`src/logic/nvs_defs.svh`:
```
// Timing counts, unlock addresses and widths for the save/restore host
`ifndef NVS_DEFS_SVH
`define NVS_DEFS_SVH

`define NVS_CLK_NS 8
`define NVS_ADDR_W 15
`define NVS_DATA_W 8
`define NVS_CNT_W 22
`define NVS_SYNC_W 10
`define NVS_SYNC_DQ_LSB 0
`define NVS_SYNC_BUSY_BIT 8
`define NVS_SYNC_PF_BIT 9

// Least times, rounded up to whole cycles
`define NVS_ACCESS_NS 45
`define NVS_SYNC_LAT_CYC 3
`define NVS_STROBE_CYC ((`NVS_ACCESS_NS + `NVS_CLK_NS - 1) / `NVS_CLK_NS + `NVS_SYNC_LAT_CYC)
`define NVS_GRACE_NS 25000
`define NVS_GRACE_CYC ((`NVS_GRACE_NS + `NVS_CLK_NS - 1) / `NVS_CLK_NS)
`define NVS_RESTORE_NS 20000
`define NVS_RESTORE_CYC ((`NVS_RESTORE_NS + `NVS_CLK_NS - 1) / `NVS_CLK_NS)
`define NVS_SAVE_NS 12500000
`define NVS_SAVE_CYC ((`NVS_SAVE_NS + `NVS_CLK_NS - 1) / `NVS_CLK_NS)
`define NVS_PUR_NS 20000000
`define NVS_PUR_CYC ((`NVS_PUR_NS + `NVS_CLK_NS - 1) / `NVS_CLK_NS)

// Unlock sequence; top address line left low as the device ignores it
`define NVS_SEQ_LAST 3'h5
`define NVS_SEQ_A0 15'h0E38
`define NVS_SEQ_A1 15'h31C7
`define NVS_SEQ_A2 15'h03E0
`define NVS_SEQ_A3 15'h3C1F
`define NVS_SEQ_A4 15'h303F
`define NVS_SEQ_SAVE 15'h0FC0
`define NVS_SEQ_RESTORE 15'h0C63

`endif

```
`src/logic/nvs_pkg.sv`:
```
// Types shared by the save/restore host
package nvs_pkg;
  typedef enum logic [2:0] {
    NVS_OP_READ,
    NVS_OP_WRITE,
    NVS_OP_SOFT_SAVE,
    NVS_OP_SOFT_RESTORE,
    NVS_OP_PIN_SAVE
  } nvs_op_type;

  typedef struct packed {
    nvs_op_type op;
    logic [14:0] addr;
    logic [7:0] wdata;
  } nvs_req_type;

  typedef struct packed {
    logic err;
    logic [7:0] rdata;
  } nvs_rsp_type;

  typedef struct packed {
    logic ce_n;
    logic we_n;
    logic oe_n;
    logic [14:0] addr;
  } nvs_bus_type;

  typedef enum logic [3:0] {
    NVS_ST_BOOT,
    NVS_ST_IDLE,
    NVS_ST_SETUP,
    NVS_ST_STROBE,
    NVS_ST_HOLD,
    NVS_ST_GRACE,
    NVS_ST_WAIT_SAVE,
    NVS_ST_WAIT_BUSY,
    NVS_ST_WAIT_RESTORE,
    NVS_ST_POWER_FAIL
  } nvs_state_type;
endpackage

```
`src/logic/nvs_host.sv`:
```
// Host controller driving a save/restore static RAM through its pins
// Function
// - Write while chip select and write strobe low, store-busy high.
// - Address stays stable from before write until strobes rise.
// - Output gate held high through every write.
// - Six reads at fixed addresses, last 0x0FC0, start a save.
// - Same five reads then 0x0C63 start a restore.
// - Any other access inside the sequence aborts it.
// - Sequence uses reads only; output gate need not be low.
// - Read while chip select and gate low, write strobe and busy high.
`include "nvs_defs.svh"
module nvs_host
  import nvs_pkg::*;
#(
  parameter int SAVE_CYC = `NVS_SAVE_CYC,
  parameter int PUR_CYC = `NVS_PUR_CYC
) (
  input wire logic i_clk_sys,
  input wire logic i_resetn,
  input wire logic i_req_valid,
  input wire nvs_req_type i_req,
  output logic o_req_ready,
  output logic o_rsp_valid,
  output nvs_rsp_type o_rsp,
  output logic o_busy,
  output nvs_bus_type o_bus,
  output logic [7:0] o_data_pins_out,
  output logic o_data_pins_oe,
  input wire logic [7:0] i_data_pins_in,
  output logic o_store_busy_n_out,
  output logic o_store_busy_n_oe,
  input wire logic i_store_busy_n,
  input wire logic i_power_fail
);
  logic rst_a_reg;
  logic rst_b_reg;
  logic [`NVS_SYNC_W-1:0] pins_async;
  logic [`NVS_SYNC_W-1:0] pins_sync;
  logic busy_high;
  logic pf_low_supply;
  nvs_state_type state_reg;
  nvs_req_type req_reg;
  logic seq_reg;
  logic [2:0] idx_reg;
  logic [`NVS_CNT_W-1:0] cnt_reg;

  // Top address line kept low for every unlock address
  function automatic logic [14:0] unlock_addr(input logic [2:0] idx,
                                              input logic restore);
    unique case (idx)
      3'h0: unlock_addr = `NVS_SEQ_A0;
      3'h1: unlock_addr = `NVS_SEQ_A1;
      3'h2: unlock_addr = `NVS_SEQ_A2;
      3'h3: unlock_addr = `NVS_SEQ_A3;
      3'h4: unlock_addr = `NVS_SEQ_A4;
      default: unlock_addr = restore ? `NVS_SEQ_RESTORE : `NVS_SEQ_SAVE;
    endcase
  endfunction

  always_ff @(posedge i_clk_sys or negedge i_resetn) begin
    if (!i_resetn) begin
      rst_a_reg <= 1'b0;
      rst_b_reg <= 1'b0;
    end else begin
      rst_a_reg <= 1'b1;
      rst_b_reg <= rst_a_reg;
    end
  end

  assign pins_async = {i_power_fail, i_store_busy_n, i_data_pins_in};

  nvs_pin_sync u_sync (
    .i_clk_sys(i_clk_sys),
    .i_rst_n(rst_b_reg),
    .i_async(pins_async),
    .o_sync(pins_sync)
  );

  assign busy_high = pins_sync[`NVS_SYNC_BUSY_BIT];
  assign pf_low_supply = pins_sync[`NVS_SYNC_PF_BIT];

  always_ff @(posedge i_clk_sys or negedge rst_b_reg) begin
    if (!rst_b_reg) begin
      state_reg <= NVS_ST_BOOT;
      req_reg <= '0;
      seq_reg <= 1'b0;
      idx_reg <= 3'h0;
      cnt_reg <= `NVS_CNT_W'(PUR_CYC);
      o_req_ready <= 1'b0;
      o_rsp_valid <= 1'b0;
      o_rsp <= '0;
      o_busy <= 1'b1;
      o_bus <= '{ce_n: 1'b1, we_n: 1'b1, oe_n: 1'b1, addr: 15'h0000};
      o_data_pins_out <= 8'h00;
      o_data_pins_oe <= 1'b0;
      o_store_busy_n_oe <= 1'b0;
    end else begin
      o_rsp_valid <= 1'b0;
      unique case (state_reg)
        NVS_ST_BOOT: begin
          // Power-up restore time; no access until it is over
          if (cnt_reg > `NVS_CNT_W'(1)) begin
            cnt_reg <= cnt_reg - `NVS_CNT_W'(1);
          end else begin
            state_reg <= NVS_ST_IDLE;
            o_req_ready <= 1'b1;
            o_busy <= 1'b0;
          end
        end
        NVS_ST_IDLE: begin
          if (pf_low_supply) begin
            state_reg <= NVS_ST_POWER_FAIL;
            o_req_ready <= 1'b0;
            o_busy <= 1'b1;
          end else if (i_req_valid && o_req_ready) begin
            req_reg <= i_req;
            o_req_ready <= 1'b0;
            o_busy <= 1'b1;
            seq_reg <= (i_req.op == NVS_OP_SOFT_SAVE) ||
                       (i_req.op == NVS_OP_SOFT_RESTORE);
            idx_reg <= 3'h0;
            if (i_req.op == NVS_OP_PIN_SAVE) begin
              // Pull the busy pin to request a save
              o_store_busy_n_oe <= 1'b1;
              cnt_reg <= `NVS_CNT_W'(`NVS_GRACE_CYC);
              state_reg <= NVS_ST_GRACE;
            end else if (!busy_high) begin
              // Device saving: refuse rather than start a blocked access
              o_rsp_valid <= 1'b1;
              o_rsp <= '{err: 1'b1, rdata: 8'h00};
              o_req_ready <= 1'b1;
              o_busy <= 1'b0;
            end else begin
              o_bus.addr <= (i_req.op == NVS_OP_SOFT_SAVE ||
                             i_req.op == NVS_OP_SOFT_RESTORE) ?
                            unlock_addr(3'h0, 1'b0) : i_req.addr;
              state_reg <= NVS_ST_SETUP;
            end
          end
        end
        NVS_ST_SETUP: begin
          // Address already stable for a cycle before the strobes fall
          o_bus.ce_n <= 1'b0;
          cnt_reg <= `NVS_CNT_W'(`NVS_STROBE_CYC);
          if (!seq_reg && req_reg.op == NVS_OP_WRITE) begin
            o_bus.we_n <= 1'b0;
            o_bus.oe_n <= 1'b1;
            o_data_pins_out <= req_reg.wdata;
            o_data_pins_oe <= 1'b1;
          end else begin
            // Sequence reads are chip-select clocked with the gate high
            o_bus.oe_n <= seq_reg;
            o_bus.we_n <= 1'b1;
          end
          state_reg <= NVS_ST_STROBE;
        end
        NVS_ST_STROBE: begin
          if (cnt_reg > `NVS_CNT_W'(1)) begin
            cnt_reg <= cnt_reg - `NVS_CNT_W'(1);
          end else begin
            o_rsp.rdata <= pins_sync[7:0];
            // Strobes always rise between cycles, giving a fresh edge
            o_bus.ce_n <= 1'b1;
            o_bus.we_n <= 1'b1;
            o_bus.oe_n <= 1'b1;
            state_reg <= NVS_ST_HOLD;
          end
        end
        NVS_ST_HOLD: begin
          o_data_pins_oe <= 1'b0;
          // One atomic command: nothing can slip inside the sequence
          if (seq_reg && idx_reg != `NVS_SEQ_LAST) begin
            idx_reg <= idx_reg + 3'h1;
            o_bus.addr <= unlock_addr(idx_reg + 3'h1,
                                      req_reg.op == NVS_OP_SOFT_RESTORE);
            state_reg <= NVS_ST_SETUP;
          end else if (seq_reg && req_reg.op == NVS_OP_SOFT_RESTORE) begin
            cnt_reg <= `NVS_CNT_W'(`NVS_RESTORE_CYC);
            state_reg <= NVS_ST_WAIT_RESTORE;
          end else if (seq_reg) begin
            cnt_reg <= `NVS_CNT_W'(SAVE_CYC);
            state_reg <= NVS_ST_WAIT_SAVE;
          end else begin
            o_rsp_valid <= 1'b1;
            o_rsp.err <= 1'b0;
            o_req_ready <= 1'b1;
            o_busy <= 1'b0;
            state_reg <= NVS_ST_IDLE;
          end
        end
        NVS_ST_GRACE: begin
          if (cnt_reg > `NVS_CNT_W'(1)) begin
            cnt_reg <= cnt_reg - `NVS_CNT_W'(1);
          end else begin
            // Device keeps the pin low itself if it saves
            o_store_busy_n_oe <= 1'b0;
            cnt_reg <= `NVS_CNT_W'(SAVE_CYC);
            state_reg <= NVS_ST_WAIT_BUSY;
          end
        end
        NVS_ST_WAIT_SAVE: begin
          if (cnt_reg > `NVS_CNT_W'(1)) begin
            cnt_reg <= cnt_reg - `NVS_CNT_W'(1);
          end else begin
            state_reg <= NVS_ST_WAIT_BUSY;
          end
        end
        NVS_ST_WAIT_BUSY: begin
          // Clean device skips the save and frees the pin early
          if (cnt_reg > `NVS_CNT_W'(1) && !busy_high) begin
            cnt_reg <= cnt_reg - `NVS_CNT_W'(1);
          end else if (busy_high) begin
            o_rsp_valid <= 1'b1;
            o_rsp.err <= 1'b0;
            o_req_ready <= 1'b1;
            o_busy <= 1'b0;
            state_reg <= NVS_ST_IDLE;
          end
        end
        NVS_ST_WAIT_RESTORE: begin
          if (cnt_reg > `NVS_CNT_W'(1)) begin
            cnt_reg <= cnt_reg - `NVS_CNT_W'(1);
          end else begin
            o_rsp_valid <= 1'b1;
            o_rsp.err <= 1'b0;
            o_req_ready <= 1'b1;
            o_busy <= 1'b0;
            state_reg <= NVS_ST_IDLE;
          end
        end
        NVS_ST_POWER_FAIL: begin
          // Low supply: no writes or saves; device saves from its capacitor
          if (!pf_low_supply) begin
            cnt_reg <= `NVS_CNT_W'(PUR_CYC);
            state_reg <= NVS_ST_BOOT;
          end
        end
        default: begin
          state_reg <= NVS_ST_IDLE;
          o_req_ready <= 1'b1;
          o_busy <= 1'b0;
        end
      endcase
    end
  end

  // Open-drain: only ever drives low
  always_ff @(posedge i_clk_sys or negedge rst_b_reg) begin
    if (!rst_b_reg) begin
      o_store_busy_n_out <= 1'b0;
    end else begin
      o_store_busy_n_out <= 1'b0;
    end
  end
endmodule // nvs_host

```
`src/logic/nvs_pin_sync.sv`:
```
// Three-stage pin synchroniser that accepts a change once stages 2 and 3 agree
`include "nvs_defs.svh"
module nvs_pin_sync (
  input wire logic i_clk_sys,
  input wire logic i_rst_n,
  input wire logic [`NVS_SYNC_W-1:0] i_async,
  output logic [`NVS_SYNC_W-1:0] o_sync
);
  genvar gi;
  generate
    for (gi = 0; gi < `NVS_SYNC_W; gi = gi + 1) begin : g_bit
      logic s1_reg;
      logic s2_reg;
      logic s3_reg;
      always_ff @(posedge i_clk_sys or negedge i_rst_n) begin
        if (!i_rst_n) begin
          s1_reg <= 1'b0;
          s2_reg <= 1'b0;
          s3_reg <= 1'b0;
          o_sync[gi] <= 1'b0;
        end else begin
          s1_reg <= i_async[gi];
          s2_reg <= s1_reg;
          s3_reg <= s2_reg;
          // Stage 1 feeds only stage 2; the filter looks at 2 and 3
          if (s2_reg == s3_reg) begin
            o_sync[gi] <= s3_reg;
          end
        end
      end
    end
  endgenerate
endmodule // nvs_pin_sync

```
`config.mk`:
```
export PLATFORM = sky130hd
export DESIGN_NAME = nvs_host
export DESIGN_NICKNAME = d
export VERILOG_FILES = /design/src/logic/nvs_pkg.sv /design/src/logic/nvs_host.sv /design/src/logic/nvs_pin_sync.sv
export VERILOG_INCLUDE_DIRS = /design/src /design/src/logic
export SDC_FILE = /design/constraint.sdc
export NUM_CORES = 1
export LEC_CHECK = 0
export BUFFER_PORTS_ARGS = -buffer_cell sky130_fd_sc_hd__buf_4
export CAP_MARGIN = 20
export CORE_MARGIN = 2
export CORE_UTILIZATION = 57
export DETAILED_ROUTE_END_ITERATION = 12
export HOLD_SLACK_MARGIN = 0.08
export PLACE_DENSITY = 0.79
export SLEW_MARGIN = 20
export SYNTH_ARGS = -nofsm -noshare
export SYNTH_HDL_FRONTEND = slang
export SYNTH_SLANG_ARGS = --single-unit
```
`constraint.sdc`:
```
create_clock -name i_clk_sys -period 4.9 [get_ports i_clk_sys]
set_clock_uncertainty 0.05 [all_clocks]
set_input_delay 0.49 -clock i_clk_sys [delete_from_list [all_inputs] [get_ports i_clk_sys]]
set_output_delay 0.49 -clock i_clk_sys [all_outputs]
set_load 0.05 [all_outputs]
```
== Word level (Yosys, flattened, before mapping) ==
Index checks and enable logic that the tools add are counted.

* Reductions and logical operators: 33
* Add/sub/neg operators: 2
* Mux-type cells: 84
* Equal/unequal tests: 53
* Bitwise gates (word level): 2
* Magnitude comparators: 1

{| class="wikitable"
|+ Operators with widths
! operator !! count
|-
| 2-to-1 mux 22 bit || 10
|-
| case mux 22 bit (7 select lines) || 1
|-
| 2-to-1 mux 15 bit || 6
|-
| case mux 14 bit (5 select lines) || 1
|-
| 2-to-1 mux 4 bit || 12
|-
| 2-to-1 mux 9 bit || 4
|-
| inequality test 2 bit (second input constant) || 18
|-
| case mux 4 bit (8 select lines) || 1
|-
| 2-to-1 mux 1 bit || 31
|-
| case mux 15 bit (2 select lines) || 1
|-
| greater-than comparator 22 x 1 -> 1 bit (second input constant) || 1
|-
| subtractor 22 x 1 -> 22 bit (second input constant) || 1
|-
| equality test 4 x 3 -> 1 bit (second input constant) || 4
|-
| case mux 8 bit (2 select lines) || 1
|-
| AND reduction 8 bit || 2
|-
| equality test 3 x 2 -> 1 bit (second input constant) || 5
|-
| 2-to-1 mux 3 bit || 5
|-
| case mux 3 bit (2 select lines) || 2
|-
| AND reduction 6 bit || 2
|-
| AND reduction 11 bit || 1
|-
| equality test 1 bit || 10
|-
| 2-to-1 mux 10 bit || 1
|-
| case mux 1 bit (5 select lines) || 2
|-
| nonzero test 2 bit || 5
|-
| other kinds (30) || 48
|}

* Word-level logic and storage cells: 235
* Input port bits: 39
* Register bits: 123
* Output and inout bits: 41

== Longest topological paths before layout ==
* Depth in word-level cells: 8
* Mapped depth: 9
* Depth with buffers taken out: 8

== Modules after synthesis ==
Synthesis repeated with hierarchy kept, for this count alone.

* Cells, all modules: 591
* Area total of the unflattened synthesis: 5750.5 µm²

{| class="wikitable"
|+ Modules (own cells, without submodules)
! module !! instances !! area each (µm²) !! seq. area each (µm²) !! cells an instance
|-
| nvs_host || 1 || 4636.9 || 2092.0 || 541
|-
| nvs_pin_sync || 1 || 1113.6 || 1001.0 || 50
|}

== Least setup slack after synthesis ==
OpenSTA, ideal clock, no wires.

* Kind: flip-flop to flip-flop
* From: register idx_reg[1]
* To: register cnt_reg[17]
* Path buffers: 1
* Setup time: 0.072 ns
* Data required time: 4.778 ns
* Data arrival time: 1.992 ns
* Setup slack: 2.786 ns
* Period minus slack after synthesis: 2.114 ns
* Stages on the path, launching flop included: 10
* Cells stage by stage: dfrtp_1 -> inv_1 -> ha_1 -> nand2_1 -> and3_1 -> nor4_4 -> o21ai_2 -> nand2b_1 -> buf_2 -> o21ai_1

* Cells in the longest elaborated chain, start to end: 4

{| class="wikitable"
|+ Ends and longest elaborated chain
! what !! line !! RTL
|-
| start, declared || nvs_host.sv:44 || <nowiki>logic [2:0] idx_reg;</nowiki>
|-
| start signal, assigned || nvs_host.sv:173 || <nowiki>idx_reg <= idx_reg + 3'h1;</nowiki>
|-
| inequality test 3 bit (no line) || - ||
|-
| logical AND 1 bit (no line) || - ||
|-
| inequality test 2 bit (no line) || - ||
|-
| AND reduction 9 bit (no line) || - ||
|-
| end signal, assigned || nvs_host.sv:88 || <nowiki>cnt_reg <= `NVS_CNT_W'(PUR_CYC);</nowiki>
|-
| end signal, assigned || nvs_host.sv:103 || <nowiki>cnt_reg <= cnt_reg - `NVS_CNT_W'(1);</nowiki>
|-
| end signal, assigned || nvs_host.sv:125 || <nowiki>cnt_reg <= `NVS_CNT_W'(`NVS_GRACE_CYC);</nowiki>
|-
| end, declared || nvs_host.sv:45 || <nowiki>logic [`NVS_CNT_W-1:0] cnt_reg;</nowiki>
|}

No other way between the ends.
A chain may end at the register's enable or synchronous reset.

== Worst setup path in the final report ==
* From: register state_reg[0]
* To: register cnt_reg[12]

* Cells in the longest elaborated chain, start to end: 4
* Elaborated cells on any way between the ends: 22
* Those cells by class: eq/ne: 17; mux: 1; reduce/logical: 4

{| class="wikitable"
|+ Ends and longest elaborated chain
! what !! line !! RTL
|-
| start, declared || nvs_host.sv:41 || <nowiki>nvs_state_type state_reg;</nowiki>
|-
| start signal, assigned || nvs_host.sv:84 || <nowiki>state_reg <= NVS_ST_BOOT;</nowiki>
|-
| start signal, assigned || nvs_host.sv:105 || <nowiki>state_reg <= NVS_ST_IDLE;</nowiki>
|-
| start signal, assigned || nvs_host.sv:112 || <nowiki>state_reg <= NVS_ST_POWER_FAIL;</nowiki>
|-
| equality test 4 bit (tied with other cells) || nvs_host.sv:99 || <nowiki>unique case (state_reg)</nowiki>
|-
| OR reduction 4 bit (no line) || - ||
|-
| nonzero test 7 bit (no line) / inequality test 2 x 1 -> 1 bit (equally long branches) || - ||
|-
| AND reduction 9 bit (no line) || - ||
|}

Several ways; a longest one is shown, not always the timed one.

==> run summary <==
worst skew pair latency -> 0.53 ns
worst hold path type -> in2reg
worst slew pin tran -> 1.048 ns
worst slack at placement -> 1.645 ns
Setup WS post-layout -> 1.645 ns
fmax -> 307.2 MHz
synthesized area -> 5826 µm²
unrepaired setup endpoints after global routing -> false
initial core utilization -> 0.5906
ys flop type -> dfrtp_1
top-count cell post-synth -> dfrtp_1
Total Power -> 5.349 mW
final HPWL from detailed placement -> 9.377 mm
placed insts -> 759
drt wl/cell -> 17.89 µm
power per standard cell area -> 738.3 nW/µm²
Mean Syn Cell Area -> 10.17 µm²
CTS tree -> done
peak supply drop -> 0.5756 mV
register bit total from synthesis -> 123
GP Congestion -> 0.9520
die area -> 11,050 µm²
Area Overhead vs Synth -> 24.36%
Reg power frac -> 0.312
area leader, netlist -> dfrtp_1
wire length of the first global-routing pass -> 23.74 mm
TNS Setup -> 0 ns
post-synthesis sequential area ratio -> 0.5309
Slew Viols, Final -> 0
largest cells by area after synthesis -> dfrtp_1, dfstp_2, o21ai_0
Crit Path Max Fanout -> 29
Synth warnings -> 0
WP data required -> 5.23 ns
Seq. cell area -> 3097 µm²
Crit. End Element -> flop
Synth Area in Compound Gates -> 0.1611
Sw Pwr -> 2.331 mW
clock sink count -> 123
Post-synth EDFFs -> 0
Adder-Cell Fraction of Synth Area -> 0.03222
n_diodes -> 0
Fill cells -> 689
Comb pwr share -> 0.438
max reg flops -> 22
minimum clock period -> 3.255 ns
Iteration-0 DRC Markers -> 335
layout cells sized above 1 -> 0.2433
Clk pwr share -> 0.251
TritonCTS Buffers -> 17
syn_nets -> 619
Synth cell types -> 71
# setup viols final -> 0
CP Class -> reg2reg
drt total wl -> 14.37 mm
Clock transition at path regs -> 0.06 ns
Pre-antenna DRT Iters -> 6
startpoint types -> flop
CORE AREA -> 9864 µm²
main combinational cell family by area after synthesis -> simple AND/OR/NAND/NOR gates
final hold viol count -> 0
PortBufs -> 78
gr ovfl total -> 0
Horiz. Die Dim -> 105.1 µm
detailed-route via count -> 4,768
WP data arrival -> 3.59 ns
FFs w/ async S/R, synth -> 1.000
CTS Root Cell -> clkbuf_8
Worst R2R Path Depth -> 6
Non-Filler Instances -> 803
Tcrit/Tclk final -> 0.6644
Slew HR -> 0.2976
DRC Markers -> 0
placed inst area -> 6467 µm²
cell internal pwr -> 3.018 mW
number of global-route vias before repair -> 4,741
Die Ht -> 105.1 µm
Synth Area in Simple Gates -> 0.1856
largest net degree at the start of global routing -> 84
initial antenna violation count -> 0
Max Cap Violations -> 0
top cells by count, synth -> dfrtp_1, nand2_1, nor2_1
hold path depth -> 3
Via-to-Cell Ratio -> 5.938
setup slack, reg-to-reg -> 1.64 ns
share of the synthesized area in the top cell type -> 0.4768
status -> finished, final reports clean
Final Cell Area -> 7244 µm²
Post-Synth XOR/XNOR Area -> 0.001503
Cell Rows -> 36
Ports -> 80
H-tree levels -> 4
GRT Overall Usage -> 0.2728
mux contribution to synthesized area -> 0.05176
switching share of power -> 0.4358
Pleak -> 3.157 nW
Mapped Cells -> 573
Multi-input gate area -> 2525 µm²
NumNets Final -> 703
CTS Buffer Depth -> 2
ANT nets after route -> 0
## cells by family after synthesis
kind of cell             count (synthesis)
multiplexers                            28
buffers and inverters                   48
XOR/XNOR                                 1
AND/OR/NAND/NOR                        200
AO/OA/AOI/OAI                          154
flip-flops                             123
other                                    2
adder cells (fa/ha/maj)                 17
## layout by cell type, fill, tap and decap left out, drive strengths merged, types with 11 or more instances in the layout
master	Yosys	routed
dfstp	12	12
dlygate4sd3	0	11
dfrtp	111	111
mux2	17	17
buf	14	81
nor4	14	14
nand2b	11	11
inv	21	22
mux2i	11	11
nand2	63	63
nor3	17	17
clkbuf	13	18
o21ai	62	62
a21oi	37	37
nor2	52	52
## worst max-delay path, stage by stage (launching register included)
cell and delay (ns):
dfrtp_1 0.89, or4b_1 0.70, a41oi_2 0.28, nor4_4 0.10
o21ai_2 0.38, nand2b_1 0.52, o21ai_0 0.17
## repair_timing
item	in CTS	in global routing
hold endpoints to repair	12	0
setup buffers	0	0
resized for setup	0	0
hold buffers	11	0
## power by group through the flow
stage                     Sequential, mW  Combinational [mW]  Clock, mW
after detailed placement            1.68                2.28          0
after global routing                1.71                2.54       1.41
after global placement              1.66                2.24          0
after CTS                           1.67                2.31       1.36
final                               1.67                2.34       1.34
after floorplan                     2.01                1.35          0
## cell type report
type	count	area share
sequential	123	0.4275
multi-input combinational	402	0.3485
timing repair buffer	92	0.1019
clock buffer	18	0.05769
clock inverter	14	0.03057
tap	133	0.02297
inverter	21	0.01088
## metal layers
metal | global-route usage | vias to the layer above | wire length, µm
li1 | - | 2216 | -
met3 | 0.08734 | 36 | 1040
met5 | 0 | - | 0
met4 | 0.1105 | 0 | 344
met2 | 0.4351 | 214 | 7038
met1 | 0.3455 | 2302 | 5944
## path summary, 6_finish.rpt
kind,from,to
setup / recovery,state_reg[0],cnt_reg[12]
hold / removal,i_req[25],req_reg[25]
setup reg to reg,state_reg[0],cnt_reg[12]
max in group asynchronous,rst_b_reg,cnt_reg[8]
hold reg to reg,rst_b_reg,u_sync.g_bit[6].s2_reg
min in group asynchronous,rst_b_reg,u_sync.g_bit[6].s2_reg
## metrics by stage
step / hold slack (ns) / utilization
after global placement: 0.2228 / 0.6556
final: 0.1447 / 0.7344
after floorplan: 0.1444 / -
after CTS: 0.1262 / 0.7316
after global routing: 0.1333 / 0.7344
after detailed placement: 0.2244 / 0.6556
Note: power is estimated with default switching activity, not from simulation.
